===== config.mk =====
export PLATFORM = sky130hd
export DESIGN_NAME = flash_host_ctrl
export DESIGN_NICKNAME = d
export VERILOG_FILES = /design/src/design/flash_host_pkg.sv /design/src/design/flash_bus_if.sv /design/src/design/flash_host_ctrl.sv /design/src/design/flash_cycle_engine.sv
export SDC_FILE = /design/constraint.sdc
export NUM_CORES = 1
export LEC_CHECK = 0
export BUFFER_PORTS_ARGS = -buffer_cell sky130_fd_sc_hd__buf_2
export CAP_MARGIN = 30
export CORE_ASPECT_RATIO = 1.5
export CORE_MARGIN = 8
export CORE_UTILIZATION = 35
export CTS_CLUSTER_DIAMETER = 60
export DETAILED_ROUTE_END_ITERATION = 8
export PLACE_DENSITY_LB_ADDON = 0.15
export SLEW_MARGIN = 20
export SYNTH_ARGS = -nofsm -noshare
export SYNTH_HDL_FRONTEND = slang
export SYNTH_SLANG_ARGS = --single-unit

===== constraint.sdc =====
create_clock -name clk -period 3.26 [get_ports clk]
set_input_delay 0.163 -clock clk [delete_from_list [all_inputs] [get_ports clk]]
set_output_delay 0.163 -clock clk [all_outputs]
set_load 0.02 [all_outputs]

===== src/design/flash_host_pkg.sv =====
// Purpose: Constants shared by the parallel flash host controller.
// Assumes: 40 MHz clock, byte-wide flash with 17 address bits.
// Notes: Command codes and unlock addresses of the flash command set.
package flash_host_pkg;
    localparam int ADDR_W = 17;
    localparam int DATA_W = 8;
    localparam int CLK_PERIOD_NS = 25;
    localparam int SECTOR_COUNT = 256;
    localparam int SECTOR_BYTES = 512;
    localparam int BOOT_SECTORS = 16;
    localparam logic [ADDR_W-1:0] BOOT_TOP_START = 17'h1E000;
    localparam logic [ADDR_W-1:0] BOOT_TOP_END = 17'h1FFFF;
    localparam logic [ADDR_W-1:0] UNLOCK_ADDR1 = 17'h05555;
    localparam logic [ADDR_W-1:0] UNLOCK_ADDR2 = 17'h02AAA;
    localparam logic [ADDR_W-1:0] ID_MAKER_OFS = 17'h00000;
    localparam logic [ADDR_W-1:0] ID_VARIANT_OFS = 17'h00001;
    localparam logic [DATA_W-1:0] UNLOCK_DATA1 = 8'hAA;
    localparam logic [DATA_W-1:0] UNLOCK_DATA2 = 8'h55;
    localparam logic [DATA_W-1:0] CMD_PROGRAM = 8'hA0;
    localparam logic [DATA_W-1:0] CMD_ERASE_SETUP = 8'h80;
    localparam logic [DATA_W-1:0] CMD_SECTOR_ERASE = 8'h30;
    localparam logic [DATA_W-1:0] CMD_CHIP_ERASE = 8'h10;
    localparam logic [DATA_W-1:0] CMD_RESET = 8'hF0;
    localparam logic [DATA_W-1:0] CMD_AUTOSELECT = 8'h90;
    localparam logic [DATA_W-1:0] ERASED_BYTE = 8'hFF;
    localparam int POLL_BIT = 7;
    localparam int TOGGLE_BIT = 6;
    // Bus phase times in ns, slowest speed grade
    localparam int T_SETUP_NS = 30;
    localparam int T_PULSE_NS = 45;
    localparam int T_RECOVER_NS = 38;
    localparam int T_ACCESS_NS = 90;
    localparam int T_FLOAT_NS = 30;
    // Least times round up
    localparam int SETUP_CYC = (T_SETUP_NS + CLK_PERIOD_NS - 1) / CLK_PERIOD_NS;
    localparam int PULSE_CYC = (T_PULSE_NS + CLK_PERIOD_NS - 1) / CLK_PERIOD_NS;
    localparam int RECOVER_CYC =
        (T_RECOVER_NS + CLK_PERIOD_NS - 1) / CLK_PERIOD_NS;
    localparam int ACCESS_CYC =
        (T_ACCESS_NS + CLK_PERIOD_NS - 1) / CLK_PERIOD_NS;
    localparam int FLOAT_CYC = (T_FLOAT_NS + CLK_PERIOD_NS - 1) / CLK_PERIOD_NS;
    localparam int CNT_W = 4;
    // Busy timeouts: program 20 us, sector erase 10 ms, chip erase 500 ms
    localparam int T_PROG_US = 20;
    localparam int T_SECT_MS = 10;
    localparam int T_CHIP_MS = 500;
    localparam int PROG_TIMEOUT_CYC = T_PROG_US * 1000 / CLK_PERIOD_NS;
    localparam int SECT_TIMEOUT_CYC = T_SECT_MS * 1000000 / CLK_PERIOD_NS;
    localparam int CHIP_TIMEOUT_CYC = T_CHIP_MS * 1000000 / CLK_PERIOD_NS;
    localparam int TMO_W = 26;

    typedef enum logic [2:0] {
        OP_READ = 3'h0,
        OP_PROGRAM = 3'h1,
        OP_SECTOR_ERASE = 3'h2,
        OP_CHIP_ERASE = 3'h3,
        OP_ABORT = 3'h4,
        OP_READ_ID = 3'h5
    } op_t;
endpackage


===== src/design/flash_bus_if.sv =====
// Purpose: Carrier between the sequencer and its bus cycle engine.
// Assumes: One clock domain.
// Notes: The engine does one write or read cycle per request.
`timescale 1ns/1ps
interface flash_bus_if;
    import flash_host_pkg::*;
    logic req;
    logic wr;
    logic [ADDR_W-1:0] addr;
    logic [DATA_W-1:0] wdata;
    logic done;
    logic [DATA_W-1:0] rdata;
    modport seq (output req, output wr, output addr, output wdata,
                 input done, input rdata);
    modport eng (input req, input wr, input addr, input wdata,
                 output done, output rdata);
endinterface


===== src/design/flash_host_ctrl.sv =====
// Purpose: Host controller issuing flash command sequences and polls.
// Assumes: Flash pins driven directly; data pins split in, out, enable.
// Notes: Completion found by toggle bit alone; poll bit not checked.
`timescale 1ns/1ps

// Summary of operation
// - Write strobe held high throughout every read
// - Program: unlock pair, A0H, then target byte
// - Sector erase: unlock, 80H, unlock, 30H
// - Chip erase: same prefix, final 10H at 5555H
// - Caller erases a sector before reprogramming
// - Completion found by toggle bit only
module flash_host_ctrl
    import flash_host_pkg::*;
#(
    parameter int PROG_TIMEOUT = PROG_TIMEOUT_CYC,
    parameter int SECT_TIMEOUT = SECT_TIMEOUT_CYC,
    parameter int CHIP_TIMEOUT = CHIP_TIMEOUT_CYC
)(
    input wire logic clk,
    input wire logic rst_b,
    input wire logic cmd_valid,
    output logic cmd_ready,
    input wire flash_host_pkg::op_t cmd_op,
    input wire logic [flash_host_pkg::ADDR_W-1:0] cmd_addr,
    input wire logic [flash_host_pkg::DATA_W-1:0] cmd_data,
    output logic rsp_valid,
    output logic [flash_host_pkg::DATA_W-1:0] rsp_data,
    output logic rsp_timeout,
    output logic chip_sel_b,
    output logic out_gate_b,
    output logic wr_strobe_b,
    output logic [flash_host_pkg::ADDR_W-1:0] addr_pin,
    output logic [flash_host_pkg::DATA_W-1:0] data_out,
    output logic data_oe,
    input wire logic [flash_host_pkg::DATA_W-1:0] data_in
);
    import flash_host_pkg::*;

    typedef enum logic [4:0] {
        S_IDLE = 5'b00001,
        S_ISSUE = 5'b00010,
        S_POLL_A = 5'b00100,
        S_POLL_B = 5'b01000,
        S_RESP = 5'b10000
    } host_state_t;

    flash_bus_if bus ();

    host_state_t state_ff, nxt_state;
    op_t op_ff, nxt_op;
    logic [ADDR_W-1:0] addr_ff, nxt_addr;
    logic [DATA_W-1:0] data_ff, nxt_data;
    logic [2:0] step_ff, nxt_step;
    logic [DATA_W-1:0] prev_ff, nxt_prev;
    logic [TMO_W-1:0] tmo_ff, nxt_tmo;
    logic tout_ff, nxt_tout;
    logic [DATA_W-1:0] rsp_ff, nxt_rsp;
    logic [2:0] last_step;
    logic [ADDR_W-1:0] seq_addr;
    logic [DATA_W-1:0] seq_data;
    logic seq_wr;
    logic busy_op;

    // Cycle list for each operation, one entry per bus cycle
    always_comb begin
        seq_wr = 1'b1;
        seq_addr = UNLOCK_ADDR1;
        seq_data = UNLOCK_DATA1;
        last_step = 3'd0;
        case (op_ff)
            OP_READ: begin
                seq_wr = 1'b0;
                seq_addr = addr_ff;
            end
            OP_ABORT: begin
                seq_data = CMD_RESET;
            end
            OP_PROGRAM, OP_READ_ID: begin
                last_step = (op_ff == OP_PROGRAM) ? 3'd3 : 3'd4;
                if (step_ff == 3'd1) begin
                    seq_addr = UNLOCK_ADDR2;
                    seq_data = UNLOCK_DATA2;
                end else if (step_ff == 3'd2) begin
                    // Third cycle: program or autoselect code
                    seq_data = (op_ff == OP_PROGRAM) ? CMD_PROGRAM
                                                      : CMD_AUTOSELECT;
                end else if (step_ff == 3'd3 && op_ff == OP_PROGRAM) begin
                    seq_addr = addr_ff;
                    // Only clears bits; caller erases first
                    seq_data = data_ff;
                end else if (step_ff == 3'd3) begin
                    seq_wr = 1'b0;
                    seq_addr = addr_ff[0] ? ID_VARIANT_OFS
                                          : ID_MAKER_OFS;
                end else if (step_ff == 3'd4) begin
                    seq_data = CMD_RESET;
                end
            end
            default: begin
                last_step = 3'd5;
                if (step_ff == 3'd1 || step_ff == 3'd4) begin
                    seq_addr = UNLOCK_ADDR2;
                    seq_data = UNLOCK_DATA2;
                end else if (step_ff == 3'd2) begin
                    seq_data = CMD_ERASE_SETUP;
                end else if (step_ff == 3'd5 && op_ff == OP_SECTOR_ERASE) begin
                    seq_addr = addr_ff;
                    seq_data = CMD_SECTOR_ERASE;
                end else if (step_ff == 3'd5) begin
                    seq_data = CMD_CHIP_ERASE;
                end
            end
        endcase
    end

    assign busy_op = (op_ff == OP_PROGRAM) || (op_ff == OP_SECTOR_ERASE)
                     || (op_ff == OP_CHIP_ERASE);
    assign bus.req = (state_ff == S_ISSUE)
                     || (state_ff == S_POLL_A) || (state_ff == S_POLL_B);
    assign bus.wr = (state_ff == S_ISSUE) ? seq_wr : 1'b0;
    assign bus.addr = (state_ff == S_ISSUE) ? seq_addr : addr_ff;
    assign bus.wdata = seq_data;

    always_comb begin
        nxt_state = state_ff;
        nxt_op = op_ff;
        nxt_addr = addr_ff;
        nxt_data = data_ff;
        nxt_step = step_ff;
        nxt_prev = prev_ff;
        nxt_tmo = tmo_ff;
        nxt_tout = tout_ff;
        nxt_rsp = rsp_ff;
        case (state_ff)
            S_IDLE: begin
                // New command only once the previous one has ended
                if (cmd_valid) begin
                    nxt_op = cmd_op;
                    nxt_addr = cmd_addr;
                    nxt_data = cmd_data;
                    nxt_step = 3'd0;
                    nxt_tout = 1'b0;
                    nxt_state = S_ISSUE;
                end
            end
            S_ISSUE: begin
                if (bus.done) begin
                    if (!seq_wr) begin
                        nxt_rsp = bus.rdata;
                    end
                    if (step_ff != last_step) begin
                        nxt_step = step_ff + 3'd1;
                    end else if (busy_op) begin
                        if (op_ff == OP_PROGRAM) begin
                            nxt_tmo = TMO_W'(PROG_TIMEOUT);
                        end else if (op_ff == OP_SECTOR_ERASE) begin
                            nxt_tmo = TMO_W'(SECT_TIMEOUT);
                        end else begin
                            nxt_tmo = TMO_W'(CHIP_TIMEOUT);
                        end
                        nxt_state = S_POLL_A;
                    end else begin
                        nxt_state = S_RESP;
                    end
                end
            end
            S_POLL_A, S_POLL_B: begin
                if (tmo_ff != '0) begin
                    nxt_tmo = tmo_ff - TMO_W'(1);
                end
                if (bus.done) begin
                    nxt_prev = bus.rdata;
                    nxt_rsp = bus.rdata;
                    nxt_state = S_POLL_B;
                    // Stable bit six on two reads means done
                    if (state_ff == S_POLL_B && (bus.rdata[TOGGLE_BIT]
                            == prev_ff[TOGGLE_BIT])) begin
                        nxt_state = S_RESP;
                    end else if (tmo_ff == '0) begin
                        // Bounded wait: flash overran its worst case
                        nxt_tout = 1'b1;
                        nxt_state = S_RESP;
                    end
                end
            end
            S_RESP: begin
                nxt_state = S_IDLE;
            end
            default: nxt_state = S_IDLE;
        endcase
    end

    always_ff @(posedge clk or negedge rst_b) begin
        if (!rst_b) begin
            state_ff <= S_IDLE;
            op_ff <= OP_READ;
            addr_ff <= '0;
            data_ff <= '0;
            step_ff <= '0;
            prev_ff <= '0;
            tmo_ff <= '0;
            tout_ff <= 1'b0;
            rsp_ff <= '0;
        end else begin
            state_ff <= nxt_state;
            op_ff <= nxt_op;
            addr_ff <= nxt_addr;
            data_ff <= nxt_data;
            step_ff <= nxt_step;
            prev_ff <= nxt_prev;
            tmo_ff <= nxt_tmo;
            tout_ff <= nxt_tout;
            rsp_ff <= nxt_rsp;
        end
    end

    assign cmd_ready = (state_ff == S_IDLE);
    assign rsp_valid = (state_ff == S_RESP);
    assign rsp_data = rsp_ff;
    assign rsp_timeout = tout_ff;

    flash_cycle_engine u_engine (
        .clk(clk),
        .rst_b(rst_b),
        .bus(bus.eng),
        .chip_sel_b(chip_sel_b),
        .out_gate_b(out_gate_b),
        .wr_strobe_b(wr_strobe_b),
        .addr_pin(addr_pin),
        .data_out(data_out),
        .data_oe(data_oe),
        .data_in(data_in)
    );
endmodule // flash_host_ctrl


===== src/design/flash_cycle_engine.sv =====
// Purpose: Drives one flash bus cycle, write or read, on the pins.
// Assumes: Data pins come back through two flip-flops.
// Notes: Write strobe controlled cycles; chip select framed around it.
`timescale 1ns/1ps
module flash_cycle_engine
    import flash_host_pkg::*;
(
    input wire logic clk,
    input wire logic rst_b,
    flash_bus_if.eng bus,
    output logic chip_sel_b,
    output logic out_gate_b,
    output logic wr_strobe_b,
    output logic [flash_host_pkg::ADDR_W-1:0] addr_pin,
    output logic [flash_host_pkg::DATA_W-1:0] data_out,
    output logic data_oe,
    input wire logic [flash_host_pkg::DATA_W-1:0] data_in
);
    import flash_host_pkg::*;

    typedef enum logic [4:0] {
        E_IDLE = 5'b00001,
        E_SETUP = 5'b00010,
        E_ACT = 5'b00100,
        E_HOLD = 5'b01000,
        E_DONE = 5'b10000
    } eng_state_t;

    eng_state_t state_ff, nxt_state;
    logic [CNT_W-1:0] cnt_ff, nxt_cnt;
    logic wr_ff, nxt_wr;
    logic cs_ff, nxt_cs, oe_ff, nxt_oe, we_ff, nxt_we, doe_ff, nxt_doe;
    logic [ADDR_W-1:0] addr_ff, nxt_addr;
    logic [DATA_W-1:0] wd_ff, nxt_wd, rd_ff, nxt_rd;
    logic [DATA_W-1:0] sync1_ff, sync2_ff;

    always_comb begin
        nxt_state = state_ff;
        nxt_cnt = cnt_ff;
        nxt_wr = wr_ff;
        nxt_cs = cs_ff;
        nxt_oe = oe_ff;
        nxt_we = we_ff;
        nxt_doe = doe_ff;
        nxt_addr = addr_ff;
        nxt_wd = wd_ff;
        nxt_rd = rd_ff;
        case (state_ff)
            E_IDLE: begin
                if (bus.req) begin
                    nxt_wr = bus.wr;
                    nxt_addr = bus.addr;
                    nxt_wd = bus.wdata;
                    nxt_cs = 1'b1;
                    // Strobe stays high for the whole read
                    nxt_we = 1'b0;
                    nxt_doe = bus.wr;
                    nxt_cnt = CNT_W'(SETUP_CYC);
                    nxt_state = E_SETUP;
                end
            end
            E_SETUP: begin
                if (cnt_ff > CNT_W'(1)) begin
                    nxt_cnt = cnt_ff - CNT_W'(1);
                end else begin
                    // Address captured at strobe fall, after select
                    nxt_we = wr_ff;
                    nxt_oe = !wr_ff;
                    nxt_cnt = wr_ff ? CNT_W'(PULSE_CYC)
                                    : CNT_W'(ACCESS_CYC + 2);
                    nxt_state = E_ACT;
                end
            end
            E_ACT: begin
                if (cnt_ff > CNT_W'(1)) begin
                    nxt_cnt = cnt_ff - CNT_W'(1);
                end else begin
                    // Data taken at the strobe rise, bus still driven
                    nxt_we = 1'b0;
                    nxt_oe = 1'b0;
                    if (!wr_ff) begin
                        nxt_rd = sync2_ff;
                    end
                    nxt_cnt = CNT_W'(wr_ff ? RECOVER_CYC : FLOAT_CYC);
                    nxt_state = E_HOLD;
                end
            end
            E_HOLD: begin
                nxt_cs = 1'b0;
                nxt_doe = 1'b0;
                if (cnt_ff > CNT_W'(1)) begin
                    nxt_cnt = cnt_ff - CNT_W'(1);
                end else begin
                    nxt_state = E_DONE;
                end
            end
            E_DONE: begin
                nxt_state = E_IDLE;
            end
            default: nxt_state = E_IDLE;
        endcase
    end

    always_ff @(posedge clk or negedge rst_b) begin
        if (!rst_b) begin
            state_ff <= E_IDLE;
            cnt_ff <= '0;
            wr_ff <= 1'b0;
            cs_ff <= 1'b0;
            oe_ff <= 1'b0;
            we_ff <= 1'b0;
            doe_ff <= 1'b0;
            addr_ff <= '0;
            wd_ff <= '0;
            rd_ff <= '0;
            sync1_ff <= '0;
            sync2_ff <= '0;
        end else begin
            state_ff <= nxt_state;
            cnt_ff <= nxt_cnt;
            wr_ff <= nxt_wr;
            cs_ff <= nxt_cs;
            oe_ff <= nxt_oe;
            we_ff <= nxt_we;
            doe_ff <= nxt_doe;
            addr_ff <= nxt_addr;
            wd_ff <= nxt_wd;
            rd_ff <= nxt_rd;
            sync1_ff <= data_in;
            sync2_ff <= sync1_ff;
        end
    end

    assign chip_sel_b = !cs_ff;
    assign out_gate_b = !oe_ff;
    assign wr_strobe_b = !we_ff;
    assign addr_pin = addr_ff;
    assign data_out = wd_ff;
    assign data_oe = doe_ff;
    assign bus.done = (state_ff == E_DONE);
    assign bus.rdata = rd_ff;
endmodule // flash_cycle_engine


# After elaboration in Yosys (flattened, before gate mapping)

Cells that the tools add are included.

Bits in registers: 141

Add/subtract/negate cells: 3
$lt $le $gt $ge: 1
Equal/unequal tests: 37
Muxes and demuxes: 78
Bitwise logic cells: 2
Reduce and logical (&&, ||, !) cells: 39

Operator list:

| kind                  | count |
|---|---|
| $mux 17               | 7 |
| $mux 26               | 4 |
| $mux 8                | 10 |
| $mux 5                | 11 |
| $pmux 26 s2           | 1 |
| $pmux 17 s3           | 1 |
| $mux 25               | 2 |
| $logic_not 26->1      | 1 |
| $ne 2x2->1 const B    | 13 |
| $reduce_bool 26->1    | 1 |
| $sub 26x1->26 const B | 1 |
| $pmux 8 s3            | 1 |
| $pmux 5 s4            | 1 |
| $reduce_and 4->1      | 5 |
| $mux 1                | 16 |
| $mux 4                | 4 |
| $pmux 4 s4            | 1 |
| $pmux 8 s2            | 1 |
| $mux 15               | 1 |
| $mux 3                | 5 |
| $pmux 5 s3            | 1 |
| $mux 7                | 2 |
| $eq 3x2->1 const B    | 4 |
| $eq 3x3->1 const B    | 4 |
| 28 further kinds      | 62 |

# Longest topological paths before layout

Gate-level depths: netlist (run 1).

Depth after elaboration: 9
Mapped depth: 8
Gate-level depth less buffers: 7

# Modules after synthesis

From an unflattened synthesis (run 1), not the netlist that was laid out.

Cell total of the unflattened synthesis: 605
Area, all modules: 6521.3 um2

By module, submodules not included:

| module             | times used | cells an instance | area each (um2) | seq. area each (um2) |
|---|---|---|---|---|
| flash_host_ctrl    | 1          | 439               | 4124.0          | 1803.0 |
| flash_cycle_engine | 1          | 166               | 2397.3          | 1577.8 |

# Worst setup path before layout (run 1)

No wires, ideal clock.

Path kind: register to register
From: register state_ff[3]
To: register addr_ff[0]
Data arrival time: 2456 ps
Path slack: 679 ps
Stages on the path, launching flop included: 8
Buffers on the path: 3
Clock period less this slack: 2581 ps
Cells stage by stage: dfrtp_1 > clkbuf_1 > or3_1 > nor3b_1 > and2_1 > clkbuf_1 > buf_2 > mux2_2

Longest elaborated chain between the ends: 2

RTL lines:

| item                       | RTL line               | text |
|---|---|---|
| start, declared            | flash_host_ctrl.sv:50  | `host_state_t state_ff, nxt_state;` |
| start signal, assigned     | flash_host_ctrl.sv:206 | `state_ff <= nxt_state;` |
| $eq 5x1->1                 | -                      |  |
| net cmd_ready              | flash_host_ctrl.sv:23  | `output logic cmd_ready,` |
| $reduce_and 2->1 (no line) | -                      |  |
| end signal, assigned       | flash_host_ctrl.sv:208 | `addr_ff <= nxt_addr;` |
| end, declared              | flash_host_ctrl.sv:52  | `logic [ADDR_W-1:0] addr_ff, nxt_addr;` |

The timed path passes the listed nets, and every way through them passes these cells.
A chain may end at the register's enable or synchronous reset.

# Worst setup path after layout (run 1)

From: register op_ff[0]
To: register tmo_ff[7]

Longest elaborated chain between the ends: 7

RTL lines:

| item                                                                     | RTL line               | text |
|---|---|---|
| start, declared                                                          | flash_host_ctrl.sv:51  | `op_t op_ff, nxt_op;` |
| start signal, assigned                                                   | flash_host_ctrl.sv:207 | `op_ff <= nxt_op;` |
| parallel branches: the longest is 7 deep, another holds $reduce_and 5->1 | -                      |  |
| end signal, assigned                                                     | flash_host_ctrl.sv:212 | `tmo_ff <= nxt_tmo;` |
| end, declared                                                            | flash_host_ctrl.sv:56  | `logic [TMO_W-1:0] tmo_ff, nxt_tmo;` |

Parallel ways; which one is timed is not known. The select of a mux whose other input is x is not followed.

==> out/summary.md, run 1 <==
The flow ran to the end, and the final reports show no timing, DRC or antenna violations. The Yosys step of the flow raised 0 warnings. The longest clock path from root to sink contains 2 buffers.

The synthesized-area fraction occupied by ao, oa, aoi and oai cells was 0.175; the register area was 0.00338 sq mm. The number of global-route vias before repair was 5498. Ranked by total cell area, the synthesized netlist is headed by sky130_fd_sc_hd__dfrtp_1 (52%), sky130_fd_sc_hd__mux2_2 (8.0%), sky130_fd_sc_hd__o21ai_0 (3.5%), sky130_fd_sc_hd__nor2_1 (3.0%), sky130_fd_sc_hd__nand2_1 (2.6%). The tools report the final number of hold-violating endpoints as 0.

In this run the count of I/O pins placed on the die edge is 79. STA classifies the critical path endpoint as a register. The routed design has 17000 microns of wire. The most instantiated flip-flop cell in the synthesis netlist was sky130_fd_sc_hd__dfrtp_1. The finished cells cover 0.00808 sq mm. From left edge to right edge, the die measures 127 microns.

Sequential fraction of the synthesis area: 0.525. The critical path class was reg2reg. The relative area change from synthesis to final layout is 25.3%, and the fraction of the mapped netlist area in simple logic gates is 0.153. The worst-case setup slack after placement came out at 462 ps.

In the final routed layout, each cell accounts on average for 17.9 microns. The number of pins exceeding their max-slew limit in the final report came out at 0. Synthesis produced 605 cells. The number of setup buffers added after CTS is 0. At the worst endpoint, the required time is 3560 ps.

The quantity of gates resized following cts is 0, and the total half-perimeter wirelength after legalization and detailed placement is 12100 microns. The mux contribution to synthesized area is 0.0881. The via count normalized by instance count came out at 5.43.

Setup repair after global routing left no endpoint under its margin. The largest area contributor in the synthesized netlist is sky130_fd_sc_hd__dfrtp_1. After floorplanning, the core was divided into 61 placement rows.

The total global routing track utilization was 0.153; the final worst hold slack was 80.8 ps. Summed over all cells, the static leakage comes to 3.75 nW. Counting the fill cells in the layout gives 1754.

For the final routed database, the setup TNS stands at 0 ps. The post-synthesis async set-or-reset flop share came out at 1.00. TritonCTS built the clock tree. The period utilization works out to 0.871.

Along the worst path, the maximum fanout reaches 17. The area share of the leading cell type in the synthesized netlist is 0.516, and the starting DRC count in detailed routing is 301. IR analysis of the VDD net gives a maximum drop of 0.000496 V. In this run, synthesis produced a sequential element count of 135. Measured along the y axis, the die boundary spans 182 microns. Data arrives at the worst endpoint at 3140 ps.

Multi-input gate area in the final layout: 0.00286 sq mm. The combinational family with the most area after synthesis was compound AO/OA/AOI/OAI gates. Dividing the synthesized area by the synthesized cell count gives 10.7 sq um. The first detailed-routing pass took 4 iterations.

Clock input transition at the sequential cells of the worst setup and hold paths: 60 ps. For the CTS sink count, the log shows 135. The number of distinct standard cells referenced by the synthesized netlist is 69. After layout, the minimum clock period comes to 2840 ps. The design draws 6.03 mW. The first global-routing pass estimated 28200 microns of wire. The worst relative slew slack is 0.372, and the clock latency reported for the late side of the worst-skew pair is 420 ps. In this run the number of H-tree levels came out at 4.

The run gives 0.352 as the initial core utilization. During placement, the flow inserted port buffers numbering 78. The hold-fix buffer count after cts is 37.

On the critical path, the stage with the largest delay is an instance of sky130_fd_sc_hd__a2111oi_4. The longest individual stage delay on the worst path was 830 ps; the number of buffers inserted during clock tree synthesis was 17. Global routing finished with a remaining overflow of 0. The logs give 0 for the number of violations of the max-capacitance limit and 770 for the post-layout net count.

For the remaining number of nets flagged by the antenna check after routing, the log shows 0. The run gives 0.0183 sq mm as the core area. The setup violation total in the final timing report is 0. After detailed routing, the number of remaining DRC violations is 0. Ratio of cells with drive above 1 in the final layout: 0.249.

Ratio of total power to cell area: 747 mW/mm^2. The congestion estimate from routability-driven global placement came to 0.899. In this run the cell area measured after placement is 0.00708 sq mm. For the antenna diode count, the log shows 0. At the pin with the least slew margin, the transition time is 942 ps.

The count of flip-flops with a built-in enable after synthesis was 0. The run gives 653 as the net count after synthesis. The parity-gate share of the synthesized area counting xor and xnor cells came out at 0.00951.

The most common cell in the synthesized netlist is sky130_fd_sc_hd__dfrtp_1. The path class of the tightest hold or removal check is in2reg. The adder-cell share of the synthesized area was 0.0175. Walking the worst path, the cells encountered are nor3b_2, a32oi_1, a2111oi_4, nor2_1, o22a_1. The cell area after synthesis came out at 0.00644 sq mm. In the post-route analysis, the smallest setup slack over all paths is 421 ps. The worst-case clock skew is 9.40 ps.

Detailed routing inserted a total of 5181 vias. After synthesis, the most frequently instantiated cells are sky130_fd_sc_hd__dfrtp_1 (133), sky130_fd_sc_hd__nor2_1 (52), sky130_fd_sc_hd__mux2_2 (46), sky130_fd_sc_hd__o21ai_0 (45), sky130_fd_sc_hd__nand2_1 (44). The worst setup path is launched from a register.

The die covers 0.0231 sq mm. The top achievable clock speed was 352 MHz. Clock tree synthesis selected as its root buffer the cell sky130_fd_sc_hd__clkbuf_16. The logs give 96 for the largest net degree at the start of global routing and 0 for the initial antenna violation count.
-- placed cells by master, fill, tap and decap left out, drive strengths merged, types with 7 or more instances in the layout --
cell type and n:
dfrtp 133, buf 92, nor2 52, o21ai 49
mux2 46, nand2 45, dlygate4sd3 37, a21oi 23
inv 23, clkbuf 18, nand3 15, nor3 12
a22o 10, o31ai 10, a31oi 10, o22ai 9
o211ai 9, ha 9, a21o 8, nor4 8
or3 7, nor2b 7, or4 7
-- final cells by class --
type	count	area share
Clock buffer	18	0.0531
Clock inverter	14	0.0206
Inverter	17	0.00790
Multi-Input combinational cell	422	0.354
Sequential cell	135	0.419
Tap cell	220	0.0341
Timing Repair Buffer	129	0.112
-- worst paths after layout --
check,from,end,slack (ps),depth (start not counted)
setup / recovery,op_ff[0],tmo_ff[7],420,5
hold / removal,cmd_valid,state_ff[1],80,3
setup reg to reg,op_ff[0],tmo_ff[7],420,5
hold reg to reg,u_engine.sync1_ff[4],u_engine.sync2_ff[4],350,0
max in group asynchronous,rst_b,u_engine.state_ff[0],2340,3
min in group asynchronous,rst_b,tmo_ff[22],240,2
-- routing by layer --
layer | GRT usage | vias to the layer above | share of wire
met3 | 0.0397 | 27 | 0.042
li1 | - | 2456 | -
met1 | 0.167 | 2577 | 0.40
met2 | 0.277 | 121 | 0.54
met5 | 0 | - | 0
met4 | 0.0616 | 0 | 0.021
-- cells by family after synthesis --
group | Yosys count
and+or+nand+nor | 190
AOI/OAI and AO/OA | 165
DFF | 135
muxes | 51
buffers and inverters | 48
adders and majority gates | 9
xor gates and xnor gates | 7
-- per-stage QoR --
step                      instances  utilization
after floorplan                 605            -
final                           955        0.441
after CTS                       954        0.439
after global placement          885        0.387
after global routing            955        0.441
after detailed placement        885        0.387
-- state kept, by name (all words and copies together), names as in the netlist, 5 cells and up --
name	count
u_engine.sync2_ff	8
u_engine.addr_pin	17
u_engine.data_out	8
u_engine.state_ff	5
state_ff	5
addr_ff	17
rsp_data	8
tmo_ff	26
data_ff	8
u_engine.bus.rdata	8
u_engine.sync1_ff	8
-- worst max-delay path, delay by kind of cell (launching register included) --
| family | cells | cell delay, ps |
|---|---|---|
| and+or+nand+nor | 2 | 690 |
| DFF | 1 | 650 |
| AOI/OAI and AO/OA | 3 | 1370 |
-- power by group --
| part | switching (mW) | internal (mW) | total (mW) |
|---|---|---|---|
| combinational | 0.994 | 0.734 | 1.73 |
| clock | 0.789 | 1.15 | 1.94 |
| sequential | 0.304 | 2.06 | 2.36 |
| total | 2.09 | 3.94 | 6.03 |
Power figures use the tool's default switching activity.
==> run 2, diff against run 1 <==
==> constraint.sdc (replaced) <==
create_clock -name clk -period 3.26 [get_ports clk]
set_input_delay 0.815 -clock clk [delete_from_list [all_inputs] [get_ports clk]]
set_output_delay 0.815 -clock clk [all_outputs]
set_load 0.02 [all_outputs]
==> out/summary.md, run 2 (synthesized netlist as in run 1, its figures left out) <==
The via count normalized by instance count works out to 5.52 (+1.8%). The worst relative slew slack was 0.363 (-0.00907); the total overflow reported by the global router was 0 (unchanged). The I/O pin total is 79 (unchanged). The setup TNS after final layout was 0 ps (unchanged).

The tree is rooted in a sky130_fd_sc_hd__clkbuf_16. The largest net degree at the start of global routing is 71 (-26%), and the CTS sink count is 135 (unchanged). For the initial antenna violation count, the log shows 0 (unchanged).

The tools report the hold-fix buffer count after cts as 0 (-100%). The setup path with the least slack is of type reg2reg. For the worst endpoint data arrival time, the log shows 3170 ps (+30 ps).

The number of rows in the core area is 61 (unchanged). The starting DRC count in detailed routing is 245 (-19%). The run finished with clean final reports.

The ratio of cells with drive above 1 in the final layout was 0.264 (+0.0153); the relative area change from synthesis to final layout was 19.6%. More flip-flops sit in one register than any other, and that register is tmo_ff. The average wire per cell in the routed design works out to 18.5 microns (+3.4%). The period utilization was 0.879 (+0.00847); the final number of hold-violating endpoints was 0 (unchanged). The ratio of total power to cell area was 781 mW/mm^2 (+4.5%). The kind of start point of the critical path is a register. Leaving out fill and tap cells, the most frequent cell in the layout is sky130_fd_sc_hd__dfrtp_1. The flip-flop count of the largest register, all copies and words added is 26 (unchanged), and the antenna diode count is 0 (unchanged). For the core area, the log shows 0.0183 sq mm (unchanged). The worst-case clock skew was 9.63 ps (+0.226 ps). The initial core utilization was 0.352 (unchanged); the count of unresolved DRC violations after routing was 0 (unchanged).

The critical path required time is 3560 ps (about the same). The number of pins exceeding their max-slew limit in the final report was 0 (unchanged); the top achievable clock speed was 349 MHz (-0.96%). The logs give 735 (-4.5%) for the post-layout net count and 0 (unchanged) for the remaining number of nets flagged by the antenna check after routing.

The deepest level of the CTS H-tree is 4 (unchanged). The total half-perimeter wirelength after legalization and detailed placement came out at 12300 microns (+1.5%). The number of global-route vias before repair was 5481 (-0.31%); the total global routing track utilization was 0.153 (-0.000831). The library cells used most frequently in the layout, excluding fill and tap cells, are sky130_fd_sc_hd__dfrtp_1 (133), sky130_fd_sc_hd__buf_2 (77), sky130_fd_sc_hd__nor2_1 (52), sky130_fd_sc_hd__mux2_2 (46), sky130_fd_sc_hd__o21ai_0 (45). Register area: 0.00338 sq mm (unchanged).

The largest fanout on the critical path works out to 17 (unchanged). The category of the worst setup path capture point is a register. The time the worst path needs with I/O delays and setup is 2870 ps (+27.6 ps), and the clock latency reported for the late side of the worst-skew pair is 420 ps (about the same).

The setup slack on the worst flop-to-flop path came out at 390 ps (-30 ps). The number of buffer cells added on primary ports was 78 (unchanged); the count of filler cells inserted in the layout was 1794 (+2.3%). The y dimension of the die came out at 182 microns (unchanged). TritonCTS built the clock tree.

Setup repair after global routing left no endpoint under its margin. The clock input transition at the sequential cells of the worst setup and hold paths was 60 ps (about the same); the number of violations of the max-capacitance limit was 0 (unchanged). For the maximum clock insertion buffer count, the log shows 2 (unchanged). The path type of the worst min-delay path is reg2reg. The quantity of gates resized following cts came out at 0 (unchanged). The tools report the first-pass GRT wire length as 28000 microns (-0.78%).

The multi-input gate area in the final layout came out at 0.00286 sq mm (unchanged). For the number of buffers inserted during clock tree synthesis, the log shows 17 (unchanged). The slew of the pin with the lowest slew margin was 956 ps (+13.6 ps); the count of TritonRoute iterations in the first routing pass was 4 (unchanged). The tools report the setup violation total in the final timing report as 0 (unchanged). The area of the die was 0.0231 sq mm (unchanged); the final core area utilization was 0.421 (-0.0200). The final weighted congestion of routability-driven global placement came out at 0.873 (-2.8%). The worst ir drop on vdd was 0.000584 V (+18%); the number of post-CTS setup repair buffers was 0 (unchanged). The overall die width is 127 microns (unchanged). The sum of internal, switching and leakage power was 6.02 mW (-0.22%). The leakage power of the design was 3.62 nW (-3.7%). The vias after detailed routing is 5081 (-1.9%), and the total wirelength of the detailed-routed design is 17000 microns (-0.42%).
==> run 2: worst paths after layout <==
path / end / depth (start not counted) / startpoint
worst max-delay path: tmo_ff[7] / 5 / op_ff[0]
worst min-delay path: u_engine.sync2_ff[6] / 0 / u_engine.sync1_ff[6]
worst max register to register: tmo_ff[7] / 5 / op_ff[0]
worst min register to register: u_engine.sync2_ff[6] / 0 / u_engine.sync1_ff[6]
max in group asynchronous: u_engine.sync1_ff[1] / 2 / rst_b
min in group asynchronous: tmo_ff[20] / 1 / rst_b
==> run 2: where the power goes <==
part | switching, mW | internal, mW
logic | 0.980 | 0.703
registers | 0.301 | 2.06
clock network | 0.798 | 1.17
==> run 2: area by class of cell <==
cell class,instances,share of cell area
Inverter,17,0.00828
Clock inverter,13,0.0209
Sequential cell,135,0.439
Timing Repair Buffer,94,0.0687
Tap cell,220,0.0357
Clock buffer,19,0.0575
Multi-Input combinational cell,422,0.370
==> run 2: through the flow <==
step	worst slack, ps	area (sq um)	cells	hold slack (ps)
after floorplan	679	6440	605	331
after global placement	606	7100	888	332
after detailed placement	433	7100	888	335
after CTS	383	7710	920	349
after global routing	159	7710	920	357
final	393	7710	920	347
==> run 2: routing by layer <==
layer | vias to the layer above | global-route usage | share of wire
li1 | 2385 | - | -
met1 | 2552 | 0.163 | 0.40
met2 | 124 | 0.272 | 0.54
met3 | 20 | 0.0438 | 0.044
met4 | 0 | 0.0683 | 0.020
met5 | - | 0 | 0
==> run 2: worst max-delay path, cell delays in order (launching register included) <==
cell and delay [ps]:
sky130_fd_sc_hd__dfrtp_1 650, sky130_fd_sc_hd__nor3b_2 470, sky130_fd_sc_hd__a32oi_1 270, sky130_fd_sc_hd__a2111oi_4 830, sky130_fd_sc_hd__nor2_1 240, sky130_fd_sc_hd__o22a_1 280
